--- config.mk ---
export PLATFORM = sky130hd
export DESIGN_NAME = xoc_ctrl
export DESIGN_NICKNAME = d
export VERILOG_FILES = /design/src/rtl/xoc_ctrl.v
export VERILOG_INCLUDE_DIRS = /design/src /design/src/rtl
export SDC_FILE = /design/constraint.sdc
export NUM_CORES = 1
export LEC_CHECK = 0
export ABC_AREA = 1
export BUFFER_PORTS_ARGS = -buffer_cell sky130_fd_sc_hd__buf_2
export CORE_ASPECT_RATIO = 1.1
export CORE_UTILIZATION = 45
export CTS_CLUSTER_DIAMETER = 200
export DETAILED_ROUTE_END_ITERATION = 12
export PLACE_DENSITY = 0.77
export SYNTH_ARGS = -nofsm -noshare
export SYNTH_HDL_FRONTEND = slang
export SYNTH_SLANG_ARGS = --single-unit
--- constraint.sdc ---
create_clock -name clk -period 3.8 [get_ports clk]
set_clock_uncertainty 0.15 [all_clocks]
set_input_delay 0.19 -clock clk [delete_from_list [all_inputs] [get_ports clk]]
set_output_delay 0.19 -clock clk [all_outputs]
set_load 0.01 [all_outputs]
--- src/rtl/xoc_consts.vh ---
// Offsets, field positions, reset values and timing counts for the oscillator control block.
`ifndef XOC_CONSTS_VH
`define XOC_CONSTS_VH
`define XOC_ADDR_MAIN_CTRL 4'h0
`define XOC_ADDR_SLOW_CTRL 4'h1
`define XOC_ADDR_STATUS 4'h2
`define XOC_ADDR_IRQ_FLAG 4'h3
`define XOC_ADDR_IRQ_EN 4'h4
`define XOC_MAIN_ENABLE 1
`define XOC_MAIN_RUN_STDBY 6
`define XOC_MAIN_ON_REQ 7
`define XOC_MAIN_STARTUP_LO 12
`define XOC_MAIN_STARTUP_HI 15
`define XOC_SLOW_ENABLE 1
`define XOC_SLOW_XTAL 2
`define XOC_MAIN_CTRL_RST 32'h00000000
`define XOC_SLOW_CTRL_RST 32'h00000000
`define XOC_BIT_MAIN_RDY 0
`define XOC_BIT_SLOW_RUN 1
`define XOC_SLEEP_ACTIVE 2'h0
`define XOC_SLEEP_IDLE 2'h1
`define XOC_SLEEP_STDBY 2'h2
`define XOC_STARTUP_BASE_CYC 16'h0001
`endif

--- src/rtl/xoc_ctrl.v ---
// Control logic for the main and 32 kHz crystal oscillators with registers and interrupt.
//
// Implementation choices: the strobed register port and the address map.
`include "xoc_consts.vh"

// Notes on behaviour
// - Enabled, no on-request, no standby-run: runs in idle, stops in standby; disabled stays off.
// - On-request without standby-run: idle runs only on peripheral request; standby stops.
// - Standby-run without on-request: runs continuously in idle and standby.
// - Both set: runs in idle or standby only on peripheral request.
// - After reset or restart from off, apply start-up delay chosen by start-up field.
// - Clock output stays gated off for the whole start-up delay.
// - Ready flag sets once the selected start-up delay has elapsed.
// - Interrupt on ready rising edge, only when its enable bit is set.
// - Slow oscillator supports external clock input or crystal between its pins.
// - At reset the slow oscillator is off and both pins are free.
// - Crystal mode takes over both slow oscillator pins.
// - External clock mode takes over only the input pin.
// - Enable bit starts slow oscillator; crystal select picks crystal when one.
module xoc_ctrl (
	input wire clk,
	input wire rst,
	input wire [3:0] addr,
	input wire [31:0] wdata,
	input wire wr,
	input wire rd,
	output reg [31:0] rdata,
	input wire [1:0] sleep_mode,
	input wire periph_req,
	input wire main_osc_clk_raw,
	output reg main_osc_run,
	output reg main_osc_gate,
	output reg slow_osc_run,
	output reg slow_osc_in_pin_own,
	output reg slow_osc_out_pin_own,
	output reg slow_osc_drive,
	output reg irq
);

	// Registers written by software, then start-up state and input synchronisers.
	reg [31:0] main_ctrl;
	reg [31:0] slow_ctrl;
	reg [1:0] irq_en;
	reg [1:0] irq_flag;
	reg main_osc_ready;
	reg [20:0] startup_cnt;
	reg run_d;
	reg [1:0] sleep_s1;
	reg [1:0] sleep_s2;
	reg req_s1;
	reg req_s2;
	reg osc_s1;
	reg osc_s2;

	wire main_enable = main_ctrl[`XOC_MAIN_ENABLE];
	wire run_stdby = main_ctrl[`XOC_MAIN_RUN_STDBY];
	wire on_req = main_ctrl[`XOC_MAIN_ON_REQ];
	wire [3:0] startup_sel = main_ctrl[`XOC_MAIN_STARTUP_HI:`XOC_MAIN_STARTUP_LO];
	wire slow_en = slow_ctrl[`XOC_SLOW_ENABLE];
	wire slow_xtal = slow_ctrl[`XOC_SLOW_XTAL];
	reg next_run;
	wire [20:0] startup_len;
	wire ready_rise;
	wire slow_rise;
	reg [1:0] next_flag;

	// Start-up length doubles per step of the selection field, from one base count.
	assign startup_len = {5'h00, `XOC_STARTUP_BASE_CYC} << startup_sel;

	// Sleep behaviour table; active mode always runs when enabled.
	always @* begin
		next_run = 1'b0;
		if (main_enable) begin
			case (sleep_s2)
				`XOC_SLEEP_ACTIVE: next_run = 1'b1;
				`XOC_SLEEP_IDLE: next_run = on_req ? req_s2 : 1'b1;
				`XOC_SLEEP_STDBY: next_run = run_stdby & (on_req ? req_s2 : 1'b1);
				default: next_run = 1'b0;
			endcase
		end
	end

	assign ready_rise = next_run & run_d & (startup_cnt == startup_len) & ~main_osc_ready;
	assign slow_rise = slow_en & ~slow_osc_run;

	// Sleep state and request arrive from other logic, so they are synchronised first.
	always @(posedge clk or posedge rst) begin
		if (rst) begin
			sleep_s1 <= 2'h0;
			sleep_s2 <= 2'h0;
			req_s1 <= 1'b0;
			req_s2 <= 1'b0;
			osc_s1 <= 1'b0;
			osc_s2 <= 1'b0;
		end else begin
			sleep_s1 <= sleep_mode;
			sleep_s2 <= sleep_s1;
			req_s1 <= periph_req;
			req_s2 <= req_s1;
			osc_s1 <= main_osc_clk_raw;
			osc_s2 <= osc_s1;
		end
	end

	// Start-up counter restarts whenever the oscillator is off; ready follows it.
	always @(posedge clk or posedge rst) begin
		if (rst) begin
			run_d <= 1'b0;
			startup_cnt <= 21'h000000;
			main_osc_ready <= 1'b0;
			main_osc_run <= 1'b0;
			main_osc_gate <= 1'b0;
		end else begin
			run_d <= next_run;
			main_osc_run <= next_run;
			if (!next_run) begin
				startup_cnt <= 21'h000000;
				main_osc_ready <= 1'b0;
			end else if (startup_cnt != startup_len) begin
				startup_cnt <= startup_cnt + 21'h000001;
			end else begin
				main_osc_ready <= 1'b1;
			end
			// The gate opens only with ready, so unstable cycles never pass.
			main_osc_gate <= next_run & (ready_rise | main_osc_ready);
		end
	end

	// Slow oscillator pin ownership follows enable and crystal select.
	always @(posedge clk or posedge rst) begin
		if (rst) begin
			slow_osc_run <= 1'b0;
			slow_osc_in_pin_own <= 1'b0;
			slow_osc_out_pin_own <= 1'b0;
			slow_osc_drive <= 1'b0;
		end else begin
			slow_osc_run <= slow_en;
			slow_osc_in_pin_own <= slow_en;
			slow_osc_out_pin_own <= slow_en & slow_xtal;
			slow_osc_drive <= slow_en & slow_xtal;
		end
	end

	// Status events are sticky; a new event beats a write-one clear in the same cycle.
	always @* begin
		next_flag = irq_flag;
		if (wr && addr == `XOC_ADDR_IRQ_FLAG)
			next_flag = next_flag & ~wdata[1:0];
		if (ready_rise)
			next_flag[`XOC_BIT_MAIN_RDY] = 1'b1;
		if (slow_rise)
			next_flag[`XOC_BIT_SLOW_RUN] = 1'b1;
	end

	// Register writes. Disabling the slow oscillator relies on software keeping other bits.
	always @(posedge clk or posedge rst) begin
		if (rst) begin
			main_ctrl <= `XOC_MAIN_CTRL_RST;
			slow_ctrl <= `XOC_SLOW_CTRL_RST;
			irq_en <= 2'h0;
			irq_flag <= 2'h0;
			irq <= 1'b0;
		end else begin
			irq_flag <= next_flag;
			irq <= |(next_flag & irq_en);
			if (wr) begin
				case (addr)
					`XOC_ADDR_MAIN_CTRL: main_ctrl <= wdata;
					`XOC_ADDR_SLOW_CTRL: slow_ctrl <= wdata;
					`XOC_ADDR_IRQ_EN: irq_en <= wdata[1:0];
					default: irq_en <= irq_en;
				endcase
			end
		end
	end

	// Read data stand one cycle after the strobe and read zero otherwise.
	always @(posedge clk or posedge rst) begin
		if (rst) begin
			rdata <= 32'h00000000;
		end else if (rd) begin
			case (addr)
				`XOC_ADDR_MAIN_CTRL: rdata <= main_ctrl;
				`XOC_ADDR_SLOW_CTRL: rdata <= slow_ctrl;
				`XOC_ADDR_STATUS: rdata <= {29'h00000000, osc_s2, slow_osc_run, main_osc_ready};
				`XOC_ADDR_IRQ_FLAG: rdata <= {30'h00000000, irq_flag};
				`XOC_ADDR_IRQ_EN: rdata <= {30'h00000000, irq_en};
				default: rdata <= 32'h00000000;
			endcase
		end else begin
			rdata <= 32'h00000000;
		end
	end

endmodule // xoc_ctrl

== Word-level counts from Yosys, hierarchy flattened ==
Index checks and enable logic that the tools add are counted.

* Logic and storage cells: 62
* Output and inout bits: 39
* Flip-flop bits (word level): 135

* Bitwise operators: 13
* Muxes and demuxes: 12
* Reduce and logical (&&, ||, !) cells: 7
* Add/subtract/negate cells: 1
* Shift operators: 1
* Eq/ne operators: 10

{| class="wikitable"
|+ Operators with widths
! cell !! count
|-
| 32-bit one-hot mux with 5 select lines || 1
|-
| 21-bit two-way mux || 2
|-
| 32-bit two-way mux || 1
|-
| 21-bit by 1-bit adder with 21-bit output (second input constant) || 1
|-
| 21-bit equality test || 1
|-
| 21-bit inequality test || 1
|-
| 1-bit by 4-bit << shifter with 21-bit output (first input constant) || 1
|-
| 4-bit by 2-bit equality test with 1-bit output (second input constant) || 2
|-
| 1-bit bitwise AND || 7
|-
| 1-bit two-way mux || 6
|-
| 2-bit AND reduction || 3
|-
| 2-bit bitwise AND || 2
|-
| 4-bit by 1-bit equality test with 1-bit output (second input constant) || 1
|-
| 4-bit by 3-bit equality test with 1-bit output (second input constant) || 1
|-
| 4-bit zero test || 1
|-
| 1-bit one-hot mux with 3 select lines || 1
|-
| 2-bit by 1-bit equality test with 1-bit output (second input constant) || 1
|-
| 2-bit equality test (second input constant) || 1
|-
| 2-bit zero test || 1
|-
| 2-bit two-way mux || 1
|-
| 2-bit by 1-bit inequality test with 1-bit output (second input constant) || 1
|-
| 2-bit inequality test (second input constant) || 1
|-
| 1-bit NOT || 2
|-
| 2-bit NOT || 1
|-
| other kinds (3) || 3
|}

== Depth between registers and ports, before layout ==
* Depth in word-level cells: 10
* Mapped depth: 15
* Mapped depth without buffers: 14

== Worst setup path before layout ==
No wires, ideal clock.

* Path type: register to register
* Start: reg startup_cnt[1]
* End: reg startup_cnt[20]
* Period minus slack after synthesis: 1.774 ns
* Cell stages (with the launch flop): 13
* Setup slack: 2.026 ns
* Setup time: 0.134 ns
* Data arrival time: 1.490 ns
* Data required time: 3.516 ns
* Path buffers: 0
* Path through: dfrtp_1 ha_1 nand2_1 nor2_2 inv_2 nor2_4 inv_2 nor2_4 nand2_2 nor3_4 nand2_2 xor2_1 nor2_1

* Longest elaborated chain between the ends: 3
* Elaborated cells on any way between the ends: 5
* Those cells by class: add/sub (1); eq/ne (2); mux (2)

{| class="wikitable"
|+ Ends and longest elaborated chain
! item !! line !! RTL
|-
| from (decl) || xoc_ctrl.v:46 || <nowiki>reg [20:0] startup_cnt;</nowiki>
|-
| from (signal assigned) || xoc_ctrl.v:120 || <nowiki>startup_cnt <= startup_cnt + 21'h000001;</nowiki>
|-
| 21-bit by 1-bit adder with 21-bit output || xoc_ctrl.v:120 ||
|-
| 21-bit two-way mux || xoc_ctrl.v:119 || <nowiki>end else if (startup_cnt != startup_len) begin</nowiki>
|-
| 21-bit two-way mux || xoc_ctrl.v:116 || <nowiki>if (!next_run) begin</nowiki>
|}

Several ways; a longest one is shown, not always the timed one. The select of a mux whose other input is x is not followed.
A chain may end at the register's enable or synchronous reset.

== Worst setup path after layout ==
* Start: reg main_ctrl[6]
* End: reg startup_cnt[11]

* Longest elaborated chain between the ends: 4
* Elaborated cells on any way between the ends: 5
* Those cells by class: eq/ne (1); mux (3); bitwise (1)

{| class="wikitable"
|+ Ends and longest elaborated chain
! item !! line !! RTL
|-
| from (decl) || xoc_ctrl.v:41 || <nowiki>reg [31:0] main_ctrl;</nowiki>
|-
| from (signal assigned) || xoc_ctrl.v:158 || <nowiki>main_ctrl <= `XOC_MAIN_CTRL_RST;</nowiki>
|-
| from (signal assigned) || xoc_ctrl.v:168 || <nowiki>`XOC_ADDR_MAIN_CTRL: main_ctrl <= wdata;</nowiki>
|-
| 1-bit bitwise AND (*) || xoc_ctrl.v:77 || <nowiki>`XOC_SLEEP_STDBY: next_run = run_stdby & (on_req ? req_s2 : 1'b1);</nowiki>
|-
| 1-bit one-hot mux with 3 select lines (*) || xoc_ctrl.v:74 || <nowiki>case (sleep_s2)</nowiki>
|-
| 1-bit two-way mux (*) || xoc_ctrl.v:73 || <nowiki>if (main_enable) begin</nowiki>
|-
| 2-bit by 1-bit inequality test with 1-bit output (no source line) / 21-bit two-way mux (equally long branches) || -- ||
|}

Mark *: on every way between the ends. The rest lies on a longest branch, timed or not.

==> results_dict.tcl <==
set metrics [dict create \
    p_int_mw 2.76 \
    required_ns 3.98 \
    pwr-share-clk 0.415 \
    grt.total_usage 0.210 \
    syn_to_final_growth_pct 24.6 \
    final_common_cell "nand2_1" \
    path_class "reg2reg" \
    max_slew_margin 0.245 \
    switching_share 0.264 \
    grt_pass1_vias 4776 \
    synth_cell_types 31 \
    layout-drive-gt1-share 0.193 \
    drc 0 \
    min_path_type "in2reg" \
    cts_root_buf "clkbuf_16" \
    ys_warn_count 0 \
    synth.cell_area_mm2 0.00583 \
    io_buffers 82 \
    tritoncts "built" \
    pwr_density_cell_mw_per_mm2 517 \
    most-common-layout-cells "nand2_1 (181), dfrtp_1 (135), buf_2 (82)" \
    clkSinkCount 135 \
    leakagePower_nw 3.59 \
    worstSetupStartpointType "flip-flop" \
    viasPerCell 5.15 \
    r2r-start "main_ctrl[6]$_DFFE_PP0P_" \
    cpMaxStageDelayCell "inv_1" \
    layout_min_cycle_time_ns 2.15 \
    drv_slew 0 \
    dpl.cell_count 871 \
    max_freq_mhz 464 \
    post-cts-setup-buffers 0 \
    p_seq_frac 0.465 \
    start_util 0.461 \
    core-area_mm2 0.0126 \
    n_antenna_cell 0 \
    stdcell_count 939 \
    comb_power_share 0.121 \
    via_count 4832 \
    crit_arrival_ns 2.34 \
    clock_latency_ns 0.41 \
    p_sw_uw 992 \
    dp_hpwl_um 7860 \
    htree_num_levels 4 \
    io-pin-count 83 \
    synth_nets 704 \
    cts_buffers 17 \
    path_cells "inv_1, o21ai_0, nand3_1, inv_1, o21ai_0, a31oi_1" \
    status "finished, final reports clean" \
    period_share 0.567 \
    ys_ff_latch 135 \
    die_area_mm2 0.0134 \
    firstDrtPassIters 7 \
    drt_iter0_markers 372 \
    max_cap_violations 0 \
    grt_pass1_wl_um 22300 \
    total_power_mw 3.76 \
    synth_top_cell_area_share 0.579 \
    hold_viol 0 \
    grt_setup_unrepaired "no" \
    ant_nets 0 \
    ir_worst_vdd_v 0.000363 \
    layout.nets 816 \
    synth_area_leaders "dfrtp_1 (58%), nand2_1 (12%), o21ai_0 (5.5%)" \
    synth_area_per_cell_um2 8.85 \
    synth_top_cell_by_area "dfrtp_1" \
    setup_violations 0 \
    critPathMaxFanout 15 \
    antenna_found_initial 0 \
    postSynthCellCount 659 \
    yosysSeqAreaShare 0.579 \
    grt_max_degree 136 \
    die_y_um 121 \
    gp_congestion 0.874 \
    clk_path_buf_depth 2 \
    dieWidth_um 111 \
    setup_tns_ns 0 \
    routed_wl_um 13300 \
    clk_pin_slew_worst_paths_ns 0.05 \
    setup.worst_path.end_class "flip-flop" \
    cp-startpoint "main_ctrl[6]$_DFFE_PP0P_" \
    max_stage_delay_ns 0.59 \
    hp-start "wr" \
    wl_per_cell_um 14.2 \
    worstMarginPinSlew_ns 1.13 \
    gr-total-overflow 0 \
    std_cell_rows 43 \
]
## registers in the layout, indices dropped and copies added (netlist names), 2 cells and up
signal / flops
irq_en: 2
irq_flag: 2
main_ctrl: 32
rdata: 32
sleep_s1: 2
sleep_s2: 2
slow_ctrl: 32
startup_cnt: 21
## path summary, 6_finish.rpt
path | end | slack (ns) | cells past startpoint
min in group asynchronous | slow_ctrl[4]$_DFFE_PP0P_ | 0.39 | 4
worst max register to register | startup_cnt[11]$_DFFE_PP0P_ | 1.65 | 6
worst min register to register | sleep_s2[0]$_DFF_PP0_ | 0.20 | 0
max in group asynchronous | slow_ctrl[19]$_DFFE_PP0P_ | 2.61 | 4
worst max-delay path | startup_cnt[11]$_DFFE_PP0P_ | 1.65 | 6
worst min-delay path | irq_en[0]$_DFFE_PP0P_ | 0.03 | 3
## metal layers
metal / global-route usage / routed length [um] / up-vias / share of wire
met2: 0.347 / 6470 / 166 / 0.48
met3: 0.0624 / 743 / 24 / 0.056
met4: 0.0792 / 277 / 0 / 0.021
li1: - / - / 2341 / -
met1: 0.260 / 5850 / 2301 / 0.44
met5: 0 / 0 / - / 0
## Yosys cell counts
cell,n
buf_6,3
a211oi_2,2
inv_6,1
nor3_1,7
o21ai_2,1
nor3_4,4
nand4_1,11
a21oi_1,44
nor2_1,28
o21ai_1,23
nand3_2,2
nor2_4,6
nand2_1,182
o21ai_0,64
xor2_1,4
ha_1,1
a32o_1,1
a31oi_1,1
a211oi_1,3
inv_2,8
buf_4,3
nor2_2,5
inv_1,65
buf_2,2
nand2_2,8
o211ai_1,1
dfrtp_1,135
clkbuf_1,22
nand3_1,20
o22ai_1,1
a22o_1,1
## stage by stage
| stage | instance area (um2) | utilization | setup slack [ns] | hold WS (ns) |
|---|---|---|---|---|
| 3_3_place_gp | 6330 | 0.501 | 1.42 | 0.150 |
| 5_1_grt | 7270 | 0.575 | 1.36 | 0.0423 |
| 3_5_place_dp | 6330 | 0.501 | 1.31 | 0.149 |
| 4_1_cts | 7270 | 0.575 | 1.65 | 0.0170 |
| 2_1_floorplan | 5840 | - | 1.78 | 0.0714 |
| 6_report | 7270 | 0.575 | 1.65 | 0.0301 |
## worst max-delay path: cells and delay by family, from the launching register on
family	cells	cell delay [ns]
and+or+nand+nor	1	0.42
AOI/OAI and AO/OA	3	0.47
buffers and inverters	2	0.65
DFF	1	0.37
## what timing repair did
| action | 4_1_cts | 5_1_grt |
|---|---|---|
| endpoints found under the setup margin | 0 | 0 |
| endpoints found under the hold margin | 206 | 0 |
| resized for setup | 0 | 0 |
| hold buffers | 38 | 0 |
## area by class of cell
| type | instances | area (um2) |
|---|---|---|
| clock buffer | 21 | 450 |
| clock inverter | 9 | 103 |
| fill | 1046 | 5380 |
| inverter | 74 | 287 |
| timing repair buffer | 123 | 826 |
| tap | 157 | 196 |
| multi-input combinational | 420 | 2030 |
| sequential | 135 | 3380 |
## power groups by stage
stage / Combinational, mW / Sequential, mW / Clock [mW]
after floorplan: 0.339 / 1.72 / 0
after global placement: 0.401 / 1.76 / 0
after detailed placement: 0.416 / 1.76 / 0
after CTS: 0.454 / 1.74 / 1.57
after global routing: 0.525 / 1.77 / 1.63
final: 0.453 / 1.75 / 1.56
## kinds of logic after synthesis
group                      count (synthesis)  share of synthesized area
AOI/OAI and AO/OA                        142                      0.129
xor gates and xnor gates                   4                    0.00600
adders and majority gates                  1                    0.00214
buffers and inverters                    104                     0.0740
DFF                                      135                      0.579
and+or+nand+nor                          273                      0.210
No activity file was read; power rests on OpenSTA's default activity.
